[config.mk]
export PLATFORM = sky130hd
export DESIGN_NAME = mie_core
export DESIGN_NICKNAME = d
export VERILOG_FILES = /design/src/design/mie_pkg.sv /design/src/design/mie_alu.sv /design/src/design/mie_core.sv
export SDC_FILE = /design/constraint.sdc
export NUM_CORES = 1
export LEC_CHECK = 0
export ABC_AREA = 1
export BUFFER_PORTS_ARGS = -buffer_cell sky130_fd_sc_hd__buf_2
export CORE_MARGIN = 5
export CORE_UTILIZATION = 55
export DETAILED_ROUTE_END_ITERATION = 7
export GPL_ROUTABILITY_DRIVEN = 0
export HOLD_SLACK_MARGIN = 0.15
export PLACE_DENSITY = 0.77
export SKIP_LAST_GASP = 1
export SYNTH_ARGS = -nofsm -noshare
export SYNTH_HDL_FRONTEND = slang
export SYNTH_HIERARCHICAL = 1
export SYNTH_SLANG_ARGS = --single-unit
[constraint.sdc]
create_clock -name sys_clk -period 5.45 [get_ports sys_clk]
set_input_delay 0.2725 -clock sys_clk [delete_from_list [all_inputs] [get_ports sys_clk]]
set_output_delay 0.2725 -clock sys_clk [all_outputs]
set_load 0.1 [all_outputs]
[src/design/mie_pkg.sv]
// Shared types and constants of the instruction execute unit.
package mie_pkg;
	// Width of the program counter and of each stack entry.
	localparam int PC_W = 16;
	// Number of return addresses the hardware stack holds.
	localparam int STACK_DEPTH = 8;
	// Width of the stack pointer.
	localparam int SP_W = 3;
	// Step of the stack pointer on a push or a pop.
	localparam logic [SP_W-1:0] SP_STEP = 3'h1;
	// Data memory address that aliases the low byte of the program counter.
	localparam logic [7:0] PC_LOW_BYTE_ADDR = 8'h02;
	// Program counter after reset.
	localparam logic [PC_W-1:0] PC_RESET = 16'h0000;
	// Address the core jumps to when it takes an interrupt.
	localparam logic [PC_W-1:0] IRQ_VECTOR = 16'h0004;
	// Step of the program counter to the following instruction.
	localparam logic [PC_W-1:0] PC_STEP = 16'h0001;
	// Byte of all zeros, used by clear and by the zero test.
	localparam logic [7:0] BYTE_ZERO = 8'h00;
	// Byte of value one, used by increment, decrement and bit masks.
	localparam logic [7:0] BYTE_ONE = 8'h01;
	// Largest nibble that is still a decimal digit.
	localparam logic [3:0] BCD_MAX = 4'h9;
	// Correction added to the low nibble by the decimal adjust.
	localparam logic [7:0] ADJ_LOW = 8'h06;
	// Correction added to the high nibble by the decimal adjust.
	localparam logic [7:0] ADJ_HIGH = 8'h60;

	// Operations of the core, decoded from program memory by the fetcher.
	typedef enum logic [4:0] {
		OP_NOP, OP_ADD_MEM, OP_ADD_CARRY, OP_ADD_IMM, OP_AND_MEM,
		OP_AND_IMM, OP_OR_MEM, OP_OR_IMM, OP_COMPLEMENT, OP_DECREMENT,
		OP_INCREMENT, OP_DECIMAL_ADJUST, OP_CLEAR, OP_CLEAR_BIT,
		OP_MOVE_TO_ACC, OP_MOVE_IMM, OP_MOVE_TO_MEM, OP_ROTATE_LEFT,
		OP_CALL, OP_JUMP, OP_RETURN, OP_RETURN_IMM, OP_RETURN_INT,
		OP_WDOG_CLEAR, OP_PRECLEAR_FIRST, OP_PRECLEAR_SECOND, OP_HALT
	} mie_op_e;

	// Which pre-clear instruction ran last without its partner.
	typedef enum logic [1:0] {PRE_NONE, PRE_FIRST, PRE_SECOND} mie_pre_e;

	// Arithmetic status flags.
	typedef struct packed {
		logic overflow;
		logic zero;
		logic aux_carry;
		logic carry;
	} mie_flags_s;

	// One decoded instruction with all its operands.
	typedef struct packed {
		mie_op_e op;
		logic dest_mem;
		logic [7:0] addr;
		logic [7:0] imm;
		logic [2:0] bit_sel;
		logic [PC_W-1:0] target;
	} mie_instr_s;

	// One write to data memory.
	typedef struct packed {
		logic we;
		logic [7:0] addr;
		logic [7:0] data;
	} mie_mwr_s;
endpackage

[src/design/mie_alu.sv]
// Data path of the execute unit: results and new flags per operation.
`timescale 1ns/1ns
module mie_alu
	import mie_pkg::*;
(
	input wire mie_pkg::mie_op_e op,
	input wire logic [7:0] acc,
	input wire logic [7:0] mem,
	input wire logic [7:0] imm,
	input wire logic [2:0] bit_sel,
	input wire mie_pkg::mie_flags_s flags_i,
	output logic [7:0] res,
	output mie_pkg::mie_flags_s flags_o
);
	// Result of an addition with its three carry related flags.
	typedef struct packed {
		logic [7:0] sum;
		logic overflow;
		logic aux_carry;
		logic carry;
	} mie_sum_s;

	// Eight bit addition with carry in and the flags it produces.
	function automatic mie_sum_s add8(input logic [7:0] a,
		input logic [7:0] b, input logic cin);
		logic [4:0] low;
		logic [8:0] full;
		mie_sum_s r;
		low = {1'b0, a[3:0]} + {1'b0, b[3:0]} + {4'h0, cin};
		full = {1'b0, a} + {1'b0, b} + {8'h00, cin};
		r.sum = full[7:0];
		r.aux_carry = low[4];
		r.carry = full[8];
		r.overflow = (a[7] == b[7]) && (full[7] != a[7]);
		return r;
	endfunction

	// True when a byte is all zero.
	function automatic logic is_zero(input logic [7:0] b);
		return b == BYTE_ZERO;
	endfunction

	mie_sum_s s; // Adder output for the arithmetic operations.
	logic adj_lo; // Low nibble needs decimal correction.
	logic adj_hi; // High nibble needs decimal correction.

	// Unchanged flags are copied, so the caller may always take flags_o.
	always_comb begin
		s = add8(acc, mem, 1'b0);
		adj_lo = (acc[3:0] > BCD_MAX) || flags_i.aux_carry;
		adj_hi = (acc[7:4] > BCD_MAX) || flags_i.carry;
		res = acc;
		flags_o = flags_i;
		case (op)
			OP_ADD_MEM, OP_ADD_CARRY, OP_ADD_IMM: begin
				// Carry in only for the carry form.
				s = add8(acc, (op == OP_ADD_IMM) ? imm : mem,
					(op == OP_ADD_CARRY) && flags_i.carry);
				res = s.sum;
				flags_o = '{s.overflow, is_zero(s.sum), s.aux_carry,
					s.carry};
			end
			OP_AND_MEM, OP_AND_IMM: begin
				res = acc & ((op == OP_AND_IMM) ? imm : mem);
				flags_o.zero = is_zero(res);
			end
			OP_OR_MEM, OP_OR_IMM: begin
				res = acc | ((op == OP_OR_IMM) ? imm : mem);
				flags_o.zero = is_zero(res);
			end
			OP_COMPLEMENT: begin
				res = ~mem;
				flags_o.zero = is_zero(res);
			end
			OP_DECREMENT: begin
				res = mem - BYTE_ONE;
				flags_o.zero = is_zero(res);
			end
			OP_INCREMENT: begin
				res = mem + BYTE_ONE;
				flags_o.zero = is_zero(res);
			end
			OP_DECIMAL_ADJUST: begin
				// Corrections chosen from the original value.
				s = add8(acc, (adj_lo ? ADJ_LOW : BYTE_ZERO) |
					(adj_hi ? ADJ_HIGH : BYTE_ZERO), 1'b0);
				res = s.sum;
				flags_o.carry = flags_i.carry || adj_hi || s.carry;
			end
			OP_CLEAR: res = BYTE_ZERO;
			OP_CLEAR_BIT: res = mem & ~(BYTE_ONE << bit_sel);
			OP_MOVE_TO_ACC: res = mem;
			OP_MOVE_IMM, OP_RETURN_IMM: res = imm;
			OP_ROTATE_LEFT: res = {mem[6:0], mem[7]};
			default: res = acc;
		endcase
	end
endmodule

[src/design/mie_core.sv]
// Execute unit of the eight bit core: state, sequencing and checks.
`timescale 1ns/1ns
module mie_core
	import mie_pkg::*;
(
	input wire logic sys_clk,
	input wire logic resetn,
	input wire logic instr_valid,
	input wire mie_pkg::mie_instr_s instr,
	input wire logic [7:0] mem_rdata,
	input wire logic irq_req,
	input wire logic wake_req,
	input wire logic wdt_timeout_evt,
	output logic ready,
	output logic [mie_pkg::PC_W-1:0] pc,
	output logic [7:0] acc,
	output mie_pkg::mie_flags_s flags,
	output logic global_interrupt_enable,
	output logic watchdog_timeout_flag,
	output logic powerdown_flag,
	output logic halted,
	output logic watchdog_clear,
	output mie_pkg::mie_mwr_s mem_wr
);
	import mie_pkg::*;

	// Everything the unit remembers between clock edges.
	typedef struct packed {
		logic [PC_W-1:0] pc;
		logic [7:0] acc;
		mie_flags_s flags;
		logic [STACK_DEPTH-1:0][PC_W-1:0] stack;
		logic [SP_W-1:0] sp;
		logic gie;
		logic timeout;
		logic pdown;
		logic halted;
		logic ready;
		logic wdt_clear;
		mie_pre_e pre_last;
		mie_mwr_s mwr;
	} mie_state_s;

	mie_state_s s_q; // Registered state.
	mie_state_s s_d; // Next state.
	logic [1:0] rst_sync_q; // Reset release synchroniser.
	logic rst_n; // Synchronised reset used by the rest of the unit.
	logic take; // An instruction is executed in this cycle.
	logic irq_take; // An interrupt is entered in this cycle.
	logic [7:0] alu_res; // Result from the data path.
	mie_flags_s alu_flags; // Flags from the data path.
	logic pre_fire; // A pre-clear completes its pair.
	logic [7:0] mem_op; // Operand byte, with a pending write forwarded.

	// Reset asserts at once and releases after two clock edges.
	always_ff @(posedge sys_clk or negedge resetn) begin
		if (!resetn) begin
			rst_sync_q <= 2'b00;
		end else begin
			rst_sync_q <= {rst_sync_q[0], 1'b1};
		end
	end
	assign rst_n = rst_sync_q[1];

	// A registered write lands in memory only at the next edge, so an
	// instruction right behind it would read the stale byte. The pending
	// write is forwarded when it targets the byte now addressed.
	always_comb begin
		mem_op = mem_rdata;
		if (s_q.mwr.we && s_q.mwr.addr == instr.addr) begin
			mem_op = s_q.mwr.data;
		end
	end

	// The data path sees the operand byte addressed by this instruction.
	mie_alu u_alu (
		.op(instr.op),
		.acc(s_q.acc),
		.mem(mem_op),
		.imm(instr.imm),
		.bit_sel(instr.bit_sel),
		.flags_i(s_q.flags),
		.res(alu_res),
		.flags_o(alu_flags)
	);

	// Next state: interrupt entry, instruction execution and flag updates.
	always_comb begin
		s_d = s_q;
		s_d.wdt_clear = 1'b0;
		s_d.mwr.we = 1'b0;
		s_d.ready = 1'b1;
		take = 1'b0;
		pre_fire = 1'b0;
		irq_take = s_q.gie && irq_req && s_q.ready && !s_q.halted;
		if (s_q.halted) begin
			// Clock stopped: only a wake request or a time-out restarts.
			s_d.ready = wake_req || wdt_timeout_evt;
			if (wake_req || wdt_timeout_evt) begin
				s_d.halted = 1'b0;
			end
		end else if (!s_q.ready) begin
			// Dummy cycle of a two cycle instruction.
			s_d.ready = 1'b1;
		end else if (irq_take) begin
			// A pending interrupt is served before the next instruction,
			// also right after an interrupt return.
			s_d.stack[s_q.sp] = s_q.pc;
			s_d.sp = s_q.sp + SP_STEP;
			s_d.pc = IRQ_VECTOR;
			s_d.gie = 1'b0;
			s_d.ready = 1'b0;
		end else if (instr_valid) begin
			take = 1'b1;
			s_d.pc = s_q.pc + PC_STEP;
			case (instr.op)
				OP_ADD_MEM, OP_ADD_CARRY, OP_AND_MEM, OP_OR_MEM,
				OP_COMPLEMENT, OP_DECREMENT, OP_INCREMENT: begin
					// Destination chosen by the instruction.
					s_d.flags = alu_flags;
					if (instr.dest_mem) begin
						s_d.mwr = '{1'b1, instr.addr, alu_res};
					end else begin
						s_d.acc = alu_res;
					end
				end
				OP_ADD_IMM, OP_AND_IMM, OP_OR_IMM: begin
					// Immediate forms always write the accumulator.
					s_d.flags = alu_flags;
					s_d.acc = alu_res;
				end
				OP_DECIMAL_ADJUST: begin
					// Result to memory, only carry may change.
					s_d.flags = alu_flags;
					s_d.mwr = '{1'b1, instr.addr, alu_res};
				end
				OP_CLEAR, OP_CLEAR_BIT, OP_ROTATE_LEFT: begin
					// Memory written, flags untouched.
					s_d.mwr = '{1'b1, instr.addr, alu_res};
				end
				OP_MOVE_TO_MEM: begin
					s_d.mwr = '{1'b1, instr.addr, s_q.acc};
				end
				OP_MOVE_TO_ACC, OP_MOVE_IMM: begin
					s_d.acc = alu_res;
				end
				OP_CALL: begin
					// Push the following address, then branch.
					s_d.stack[s_q.sp] = s_q.pc + PC_STEP;
					s_d.sp = s_q.sp + SP_STEP;
					s_d.pc = instr.target;
					s_d.ready = 1'b0;
				end
				OP_JUMP: begin
					s_d.pc = instr.target;
					s_d.ready = 1'b0;
				end
				OP_RETURN, OP_RETURN_IMM, OP_RETURN_INT: begin
					// Pop the return address.
					s_d.sp = s_q.sp - SP_STEP;
					s_d.pc = s_q.stack[s_q.sp - SP_STEP];
					s_d.ready = 1'b0;
					if (instr.op == OP_RETURN_IMM) begin
						s_d.acc = alu_res;
					end
					if (instr.op == OP_RETURN_INT) begin
						s_d.gie = 1'b1;
					end
				end
				OP_WDOG_CLEAR: begin
					// Single clear acts at once.
					s_d.wdt_clear = 1'b1;
					s_d.timeout = 1'b0;
					s_d.pdown = 1'b0;
					s_d.pre_last = PRE_NONE;
				end
				OP_PRECLEAR_FIRST: begin
					// Acts only after its partner.
					pre_fire = s_q.pre_last == PRE_SECOND;
					s_d.pre_last = pre_fire ? PRE_NONE : PRE_FIRST;
				end
				OP_PRECLEAR_SECOND: begin
					// Acts only after its partner.
					pre_fire = s_q.pre_last == PRE_FIRST;
					s_d.pre_last = pre_fire ? PRE_NONE : PRE_SECOND;
				end
				OP_HALT: begin
					// Stop, clear the watchdog, mark power-down.
					s_d.halted = 1'b1;
					s_d.ready = 1'b0;
					s_d.wdt_clear = 1'b1;
					s_d.pdown = 1'b1;
					s_d.timeout = 1'b0;
				end
				default: begin
					// No operation: only the counter advances.
					s_d.pc = s_q.pc + PC_STEP;
				end
			endcase
			if (pre_fire) begin
				// Completed pair clears the watchdog.
				s_d.wdt_clear = 1'b1;
				s_d.timeout = 1'b0;
				s_d.pdown = 1'b0;
			end
			if (s_d.mwr.we && instr.addr == PC_LOW_BYTE_ADDR) begin
				// Memory alias of the counter low byte.
				s_d.pc = {s_q.pc[PC_W-1:8], s_d.mwr.data};
				s_d.ready = 1'b0;
			end
		end
		// A time-out in the same cycle as a clear wins.
		if (wdt_timeout_evt) begin
			s_d.timeout = 1'b1;
		end
	end

	// State register.
	always_ff @(posedge sys_clk or negedge rst_n) begin
		if (!rst_n) begin
			s_q <= '0;
			s_q.pc <= PC_RESET;
			s_q.pre_last <= PRE_NONE;
			s_q.ready <= 1'b1;
		end else begin
			s_q <= s_d;
		end
	end

	// Outputs come straight from the state register.
	assign ready = s_q.ready;
	assign pc = s_q.pc;
	assign acc = s_q.acc;
	assign flags = s_q.flags;
	assign global_interrupt_enable = s_q.gie;
	assign watchdog_timeout_flag = s_q.timeout;
	assign powerdown_flag = s_q.pdown;
	assign halted = s_q.halted;
	assign watchdog_clear = s_q.wdt_clear;
	assign mem_wr = s_q.mwr;
endmodule

Yosys cells after proc, flatten, opt, wreduce, memory -nomap -nowiden
Cells that the tools add are included.
Storage, ports and cells
  register bits: 186
  input bits: 55
  output and inout port bits: 51
Operators by class
  add/sub/neg operators: 10
  magnitude comparators: 5
  eq/ne operators: 39
  shifts and indexed selects: 1
  muxes and demuxes: 62
  bitwise gates (word level): 8
  reduce and logical (&&, ||, !) cells: 59
Operators by type and width (count)
  $bwmux 128: 2
  $mux 184: 1
  $mux 132: 1
  $mux 128: 1
  $pmux 8 s12: 1
  $mux 17: 5
  $mux 16: 4
  $mux 20: 3
  $eq 5x5->1 const B: 11
  $pmux 17 s3: 1
  $bmux 16 s3: 1
  $demux 16 s3: 1
  $logic_not 8->1: 6
  $mux 8: 6
  $eq 5x4->1 const B: 8
  $pmux 16 s2: 1
  $pmux 8 s3: 1
  $reduce_and 6->1: 4
  $eq 5x3->1 const B: 4
  $reduce_and 5->1: 4
  $add 8x8->9: 2
  $mux 1: 18
  $add 16x1->16 const B: 1
  $and 8x8->8: 2
  other kinds (51): 95

Longest topological paths before layout
Gate-level depths: netlist of run 1.
  depth in word-level cells: 20
  depth in mapped cells: 27
  depth with buffers taken out: 26

Hierarchy
The synthesis of run 1 kept the hierarchy.
Modules (own cells, without submodules)
  mie_core: instances 1, cells each 1535, area an instance 11310.8 sq um, sequential area each 4655.7 sq um
  mie_alu: instances 1, cells each 476, area an instance 2312.2 sq um, sequential area each 0.0 sq um

Worst setup path after synthesis of run 1
Ideal clock, no wire load.
  path kind: reg2reg
  from: reg s_q (netlist bit mem_wr[11])
  to: reg, netlist name pc[6]
  data arrival time: 3498 ps
  data required time: 5333 ps
  path slack: 1834 ps
  cell stages (with the launch flop): 25
  period minus slack after synthesis: 3616 ps
  path through: dfrtp_1 a221oi_1 nand3_1 nor2_1 nand2_1 nand2_1 clkbuf_2 nand2_1 o21ai_0 fa_1 inv_1 fa_1 nand3b_1 nand2_1 nand2_1 nand2_1 nand2_1 nand2_1 o22ai_1 nor2_1 nand3_1 a22oi_1 nand2_1 nand3_1 nand2_1
On the way
  longest elaborated chain between the ends: 16
  elaborated cells between the ends (all ways): 24
  those cells by class: add/sub: 4; eq/ne: 1; mux: 14; bitwise: 4; reduce/logical: 1
Ends and longest elaborated chain
  start, declared: RTL line mie_core.sv:44  | mie_state_s s_q;
  $eq 8x8->1 (*): RTL line mie_core.sv:70  | if (s_q.mwr.we && s_q.mwr.addr == instr.addr) begin
  $logic_and 1x1->1 (*): RTL line mie_core.sv:70
  $mux 8 (*): RTL line mie_core.sv:70
  named net mem_op[0]: RTL line mie_core.sv:53  | logic [7:0] mem_op;
  $mux 8: RTL line mie_alu.sv:57  | s = add8(acc, (op == OP_ADD_IMM) ? imm : mem,
  $add 8x8->9: RTL line mie_alu.sv:30  | full = {1'b0, a} + {1'b0, b} + {8'h00, cin};
  $add 9x1->9: RTL line mie_alu.sv:30
  $pmux 8 s12 (*): RTL line mie_alu.sv:54  | case (op)
  named net alu_res[6]: RTL line mie_core.sv:50  | logic [7:0] alu_res;
  (+1 left out)
  $pmux 17 s3 (*): RTL line mie_core.sv:116  | case (instr.op)
  $mux 17 (*): RTL line mie_core.sv:113  | end else if (instr_valid) begin
  $mux 17 (*): RTL line mie_core.sv:105  | end else if (irq_take) begin
  $mux 17 (*): RTL line mie_core.sv:102  | end else if (!s_q.ready) begin
  $mux 17 (*): RTL line mie_core.sv:96  | if (s_q.halted) begin
  $mux 16 (*): RTL line mie_core.sv:206  | if (s_d.mwr.we && instr.addr == PC_LOW_BYTE_ADDR) begin
  $mux 184 (*): RTL line mie_core.sv:113
  $mux 16 (*): RTL line mie_core.sv:105
The timed path passes the listed nets; every way through them passes the cells marked *. The select of a mux whose other input is x is not followed.
A chain may end at the register's enable or synchronous reset.

Final worst setup path of run 1
  from: in instr[28] (netlist name)
  to: reg, netlist name pc[2]
On the way
  longest elaborated chain between the ends: 16
  elaborated cells between the ends (all ways): 26
  those cells by class: add/sub: 4; eq/ne: 2; mux: 14; bitwise: 4; reduce/logical: 2
Ends and longest elaborated chain
  start, declared: RTL line mie_core.sv:9  | input wire mie_pkg::mie_instr_s instr,
  $eq 8x8->1 (*): RTL line mie_core.sv:70
  $logic_and 1x1->1 (*): RTL line mie_core.sv:70
  $mux 8 (*): RTL line mie_core.sv:70
  named net mem_op[0]: RTL line mie_core.sv:53
  $mux 8: RTL line mie_alu.sv:57
  $add 8x8->9: RTL line mie_alu.sv:30
  $add 9x1->9: RTL line mie_alu.sv:30
  $pmux 8 s12 (*): RTL line mie_alu.sv:54
  named net alu_res[2]: RTL line mie_core.sv:50
  (+1 left out)
  $pmux 17 s3 (*): RTL line mie_core.sv:116
  $mux 17 (*): RTL line mie_core.sv:113
  $mux 17 (*): RTL line mie_core.sv:105
  $mux 17 (*): RTL line mie_core.sv:102
  $mux 17 (*): RTL line mie_core.sv:96
  $mux 16 (*): RTL line mie_core.sv:206
  $mux 184 (*): RTL line mie_core.sv:113
  $mux 16 (*): RTL line mie_core.sv:105
Marks and branches as above.

==> results of run 1 <==
[flip-flops by register name, summed over array words and instances (netlist names)]
name and count:
pc 16, powerdown_flag 1, global_interrupt_enable 1, ready 1, halted 1, acc 8, watchdog_timeout_flag 1, mem_wr 17
rst_sync_q 2, flags 4, watchdog_clear 1, s_q 133
[timing repair]
item | in CTS | in global routing
hold endpoints to repair | 11 | 0
hold buffers | 10 | 0
setup buffers | 0 | 0
[area by class of cell]
| type | count | area, sq um | share of cell area (%) |
|---|---|---|---|
| inverters | 221 | 832.0 | 5.692 |
| clock inverters | 9 | 87.58 | 0.5991 |
| repair buffers | 127 | 728.2 | 4.981 |
| well taps | 324 | 405.4 | 2.773 |
| clock buffers | 23 | 488.0 | 3.338 |
| flip-flops and latches | 186 | 4661 | 31.88 |
| multi-input cells | 1479 | 7417 | 50.74 |
[worst paths after layout]
kind                                     from       endpoint  slack (ps)  cells after the start
worst max-delay path                instr[28]          pc[2]        1030                     26
worst min-delay path                instr[33]     mem_wr[14]         160                      3
worst max register to register     mem_wr[11]          pc[2]        1150                     22
worst min register to register  rst_sync_q[0]  rst_sync_q[1]         350                      0
max in group asynchronous       rst_sync_q[1]        s_q[53]        4120                      1
min in group asynchronous       rst_sync_q[1]     mem_wr[12]         460                      1
[stage by stage]
| step | hold WS [ps] | instances |
|---|---|---|
| floorplan | -23.09 | 2011 |
| global placement | 59.76 | 2327 |
| detailed placement | 59.58 | 2327 |
| CTS | 159.6 | 2369 |
| global route | 170.0 | 2369 |
| finish | 163.3 | 2369 |
[cell usage in the layout (no fill, tap or decap), types with 6 or more instances in the layout]
master,netlist,final
o21ai_0,169,169
xor2_1,11,11
clkbuf_16,0,17
nand4_1,23,23
dfrtp_1,185,183
xnor2_1,6,6
nor2_1,155,155
a21oi_1,106,106
inv_1,198,198
buf_4,49,11
inv_2,17,17
a22oi_1,37,37
a21boi_1,8,8
nor3_1,18,18
nand2_2,9,9
o211ai_1,15,15
o32ai_1,13,13
o22ai_1,44,44
nand3b_1,8,8
dlygate4sd3_1,0,10
nand2_1,550,550
buf_2,37,105
o21ai_1,50,50
ha_1,18,18
nand3_1,164,164
nor2_2,10,10
[metal layers]
layer | vias to the layer above | global-route usage (%) | share of wire [%]
met4 | 0 | 20.57 | 7.1
met3 | 261 | 6.884 | 12
met2 | 1153 | 52.17 | 44
met1 | 6738 | 42.87 | 37
met5 | - | 0 | 0
li1 | 6674 | - | -
[report_power, final]
part | switching [mW] | leakage, nW | internal, mW
clock | 0.561 | 0.272 | 0.679
sequential | 0.480 | 2.44 | 1.80
combinational | 3.26 | 4.21 | 1.02
total | 4.30 | 6.93 | 3.50
[worst max-delay path, delay by kind of cell]
family                   cells  cell delay [ps]
adder cells (fa/ha/maj)      2              680
buffers and inverters        4              810
AO/OA/AOI/OAI                5              710
XOR/XNOR                     1              190
AND/OR/NAND/NOR             14             2050
[cell families after synthesis]
group           count (synthesis)  share of synthesized area [%]
compound gates                482                          21.03
xor+xnor                       17                          1.093
fa+ha+maj                      21                          2.094
buf+inv                       346                          11.38
flops                         186                          34.18
mux                             4                         0.3306
other cells                     1                        0.02753
simple gates                  954                          29.87
==> impl_metrics.ini, run 1 <==
[clocking]
cts.htree.levels = 4
path_clk_slew_ps = 70
cts_tree = yes
clkLatencyLatePin_ps = 450
clock_sink_count = 186
cts_made_buffers = 17
cts_resized = 0
cts-root-buf = clkbuf_16
clockBufferDepth = 2

[floorplan]
io_pins = 106
die_area_sq_um = 28020
core_sq_um = 24390
die_x_um = 167.4
die_h_um = 167.4
initial_core_util_pct = 55.85
core.rowCount = 57

[timing]
fmax_mhz = 226.3
worstMarginPinSlew_ps = 1098
setup_tns_ps = 0
rsz0062_at_grt = false
relSlewSlack_pct = 26.80
setup_viol = 0
clock_skew_ps = 9.277
final.period_utilization_pct = 81.09
final_hold_viol_count = 0
period_minus_slack_ps = 4420
timing.final.ws_setup_ps = 1031
drv_slew = 0

[logic_synthesis]
synth_common_cells = nand2_1 (550), inv_1 (198), dfrtp_1 (185), o21ai_0 (169), nand3_1 (164)
yosysUniqueCellTypes = 62
synth_area_leader_cell = dfrtp_1
synthesis.nets = 2087
yosysMostFrequentCell = nand2_1
ys.flop_type = dfrtp_1
yosysSeqAreaShare_pct = 34.18
synth_cells = 2011
syn_area_sq_um = 13620
synth_async_sr_flop_share_pct = 100.0
ys_seq_elements = 186
synth_warnings = 6
synth_edf_count = 0
synth_area_leaders = dfrtp_1 (34%), nand2_1 (15%), o21ai_0 (6.2%), nand3_1 (6.0%), inv_1 (5.5%)
avgSynthCellArea_sq_um = 6.774
netlist.area_leader.share_pct = 33.98

[placement]
dp_hpwl_um = 33970
dpl-instance-area_sq_um = 13940
pre_cts_slack_ps = 1196
portBuffers = 105

[power_and_ir_drop]
ir_drop_mv = 0.3821
p_per_area_nw_per_um2 = 533.2
power.total_mw = 7.795
p_leak_nw = 6.927

[critical_path]
crit_path_frequent_cell = nand2_1
path_max_fanout = 11
crit_arrival_ps = 4740
worstSetupPathType = in2reg
max_stage_delay_ps = 540
required_ps = 5770
cp-end-kind = register
startpoint_type = input pin
slowest_stage = dlygate4sd3_1

[drt]
ant_nets = 0
drt-initial-drc-count = 2431
routedWlPerCell_um = 20.52
viasPerCell = 6.258
drcViolationCount = 0
drt-pass1-iter-count = 7
via_count = 14826
totalWireLength_um = 48600

[final_layout]
nets = 2108
utilization_pct = 59.94
drive_gt1_share_pct = 11.00
nFillCells = 2360
fin_area_sq_um = 14620
n_antenna_cell = 0
area_growth_pct = 7.311

[global_routing]
grt_pass1_vias = 13662
grt_pass1_wl_um = 75280
antenna_found_initial = 0
grt_max_degree = 185
grt_overflow = 0
globalRouteTotalUtil_pct = 33.48

[worst_hold_path]
min_path_type = in2reg

[flow_run]
maxCapViolCount = 0

[outcome]
status = finished clean
(Power assumes the default switching activity.)
==> inputs of run 2 (changes only) <==
--- a/config.mk
+++ b/config.mk
@@ -5,14 +5,14 @@
 export SDC_FILE = /design/constraint.sdc
 export NUM_CORES = 1
 export LEC_CHECK = 0
-export ABC_AREA = 1
+export ABC_AREA = 0
 export BUFFER_PORTS_ARGS = -buffer_cell sky130_fd_sc_hd__buf_2
 export CORE_MARGIN = 5
 export CORE_UTILIZATION = 55
 export DETAILED_ROUTE_END_ITERATION = 7
 export GPL_ROUTABILITY_DRIVEN = 0
 export HOLD_SLACK_MARGIN = 0.15
-export PLACE_DENSITY = 0.77
+export PLACE_DENSITY = 0.74
 export SKIP_LAST_GASP = 1
 export SYNTH_ARGS = -nofsm -noshare
 export SYNTH_HDL_FRONTEND = slang
==> constraint.sdc (replaced) <==
create_clock -name sys_clk -period 4.3 [get_ports sys_clk]
set_input_delay 0.215 -clock sys_clk [delete_from_list [all_inputs] [get_ports sys_clk]]
set_output_delay 0.215 -clock sys_clk [all_outputs]
set_load 0.1 [all_outputs]
==> run 2 against run 1 <==
  * Die area is 1.9% higher
  * Combinational power rose by 4.9%
  * Cell count fell by 19%
  * Sequential power increased by 9.2%
==> impl_metrics.ini, run 2 <==
[outcome]
status = finished clean

[flow_run]
maxCapViolCount = 0

[logic_synthesis]
synth_fa_ha_area_share_pct = 2.052
yosysUniqueCellTypes = 104
synthesis.nets = 1618
synth_cells = 1542
avgSynthCellArea_sq_um = 9.017
synth_area_leader_cell = dfrtp_1
netlist.area_leader.share_pct = 33.29
yosysSeqAreaShare_pct = 33.48
synth_common_cells = nand2_1 (201), dfrtp_1 (185), o21ai_1 (98), nor2_1 (96), a21oi_1 (80)
syn_area_sq_um = 13900
synth_edf_count = 0
synth_compound_area_share_pct = 27.32
synth_xor_area_share_pct = 2.592
ys.flop_type = dfrtp_1
yosysMostFrequentCell = nand2_1
synth_simple_gate_area_share_pct = 16.85
synthMuxAreaShare_pct = 9.304
synth_async_sr_flop_share_pct = 100.0
ys_seq_elements = 186
synth_warnings = 6
synth_area_leaders = dfrtp_1 (33%), nand2_1 (5.4%), mux4_2 (5.2%), o21ai_1 (3.5%), a22oi_1 (3.1%)
synth_top_family_by_area = compound AO/OA/AOI/OAI gates

[floorplan]
io_pins = 106
initial_core_util_pct = 55.54
die_x_um = 169
die_area_sq_um = 28560
die_h_um = 169
core.rowCount = 58
core_sq_um = 25040

[global_routing]
grt_max_degree = 77
grt_pass1_wl_um = 71750
globalRouteTotalUtil_pct = 31.65
grt_pass1_vias = 12436
antenna_found_initial = 0
grt_overflow = 0

[critical_path]
crit_arrival_ps = 4580
worstSetupPathType = in2reg
ff2ff_path_depth = 17
startpoint_type = input pin
required_ps = 4630
cp-end-kind = register
path_max_fanout = 7

[timing]
drv_slew = 0
worstMarginPinSlew_ps = 1121
clock_skew_ps = 17.64
fmax_mhz = 235.4
rsz0062_at_grt = true
relSlewSlack_pct = 24.99
timing.final.ws_setup_ps = 52.32
final.period_utilization_pct = 98.78
period_minus_slack_ps = 4248
setup_tns_ps = 0
setup_viol = 0
final_hold_viol_count = 0

[power_and_ir_drop]
switchingPower_mw = 4.401
ir_drop_mv = 0.5142
p_per_area_nw_per_um2 = 564.9
combPwrFrac_pct = 52.5
power.internal_mw = 4.144
p_leak_nw = 5.948
pwr-share-seq_pct = 29.2
swShare_pct = 51.51
p_clk_share_pct = 18.4

[clocking]
cts_tree = yes
cts.htree.levels = 4
clkLatencyLatePin_ps = 460
path_clk_slew_ps = 70
clock_sink_count = 186
cts-root-buf = clkbuf_16
clockBufferDepth = 2
cts_made_buffers = 17

[final_layout]
seqCellArea_sq_um = 4661
multiInputGateArea_sq_um = 8235
mostFrequentLayoutCell = nand2_1
drive_gt1_share_pct = 24.15
largest_reg_flops = 133
nets = 1645
largest-register = s_q
nFillCells = 2144
mostFrequentLayoutCells = nand2_1 (201), dfrtp_1 (183), buf_2 (105)
area_growth_pct = 8.791

[placement]
portBuffers = 105
dp_hpwl_um = 31750
pre_cts_slack_ps = -17.81

[drt]
ant_nets = 0
routedWlPerCell_um = 24.14
drcViolationCount = 0
drt-pass1-iter-count = 6
drt-initial-drc-count = 2088
via_count = 13161
viasPerCell = 6.880
totalWireLength_um = 46180

[worst_hold_path]
min_path_type = in2reg
whs_path_depth = 4
-- run 2: changes by cell type after synthesis, moves of 23 or more --
cell,previous run,this run
o21ai_1,50,98
inv_1,198,21
mux4_2,0,32
o21ai_0,169,71
a2bb2oi_1,2,42
nor2_1,155,96
a21oi_1,106,80
clkbuf_1,29,52
nand3_1,164,30
o21ai_2,4,35
o22ai_1,44,2
mux2_2,4,38
nand2_1,550,201
-- run 2: kinds of logic after synthesis --
logic type | after synthesis
AO/OA/AOI/OAI | 539
XOR/XNOR | 39
adder cells (fa/ha/maj) | 21
buffers and inverters | 195
flip-flops | 186
multiplexers | 82
other | 1
AND/OR/NAND/NOR | 479
-- run 2: path summary, 6_finish.rpt --
kind | start | to | slack [ps]
max in group asynchronous | rst_sync_q[1] | s_q[102] | 2740
worst min register to register | rst_sync_q[0] | rst_sync_q[1] | 350
worst max-delay path | instr[30] | pc[6] | 50
worst min-delay path | instr[9] | pc[9] | 170
worst max register to register | mem_wr[11] | pc[6] | 90
min in group asynchronous | rst_sync_q[1] | s_q[76] | 480
-- run 2: timing repair --
item / in CTS / in global routing
gates cloned: 0 / 0
endpoints found under the hold margin: 20 / 0
endpoints found under the setup margin: 2 / 8
setup buffers: 0 / 8
resized for setup: 2 / 31
pin swaps: 2 / 21
hold buffers: 19 / 0
-- run 2: worst max-delay path, stage by stage --
cell and delay (ps):
dlygate4sd3_1 540, buf_2 150, xor2_1 170, nor4_1 220, nand3_1 160, nor4_4 340
buf_6 180, buf_4 110, mux2_2 340, inv_2 120, o21ai_0 140, ha_1 360
or3_1 380, o32a_1 200, a32oi_1 220, a31oi_1 180, a22oi_2 250, nor3_2 80
a211o_1 220
-- run 2: layer usage --
layer / GRT usage [%] / vias to the layer above / part of all wire (%)
met5: 0 / - / 0
met4: 14.53 / 0 / 4.8
met3: 8.431 / 187 / 12
met2: 47.47 / 912 / 44
met1: 43.03 / 6342 / 39
li1: - / 5720 / -
-- run 2: per-stage QoR --
step / cells / power, mW / hold slack, ps / instance area, sq um / utilization [%]
3_3_place_gp: 1853 / 6.665 / 4.429 / 14140 / 56.49
3_5_place_dp: 1853 / 6.723 / 8.280 / 14140 / 56.49
2_1_floorplan: 1542 / 5.896 / -80.59 / 13910 / -
5_1_grt: 1912 / 8.851 / 181.9 / 15120 / 60.41
6_report: 1913 / 8.545 / 171.1 / 15130 / 60.42
4_1_cts: 1904 / 8.289 / 166.3 / 14910 / 59.57
-- run 2: layout make-up --
| type | count | area share, % |
|---|---|---|
| sequential | 186 | 30.81 |
| antenna | 1 | 0.01654 |
| inverter | 23 | 0.5707 |
| clock inverter | 15 | 1.001 |
| multi-input combinational | 1161 | 54.44 |
| timing repair buffer | 180 | 7.618 |
| tap | 330 | 2.730 |
| clock buffer | 17 | 2.812 |
-- run 2: power by group through the flow --
stage	combinational [mW]	clock (mW)	sequential, mW
6_report	4.48	1.57	2.49
5_1_grt	4.68	1.64	2.53
4_1_cts	4.25	1.57	2.47
3_5_place_dp	4.22	0	2.50
3_3_place_gp	4.17	0	2.49
2_1_floorplan	3.55	0	2.35
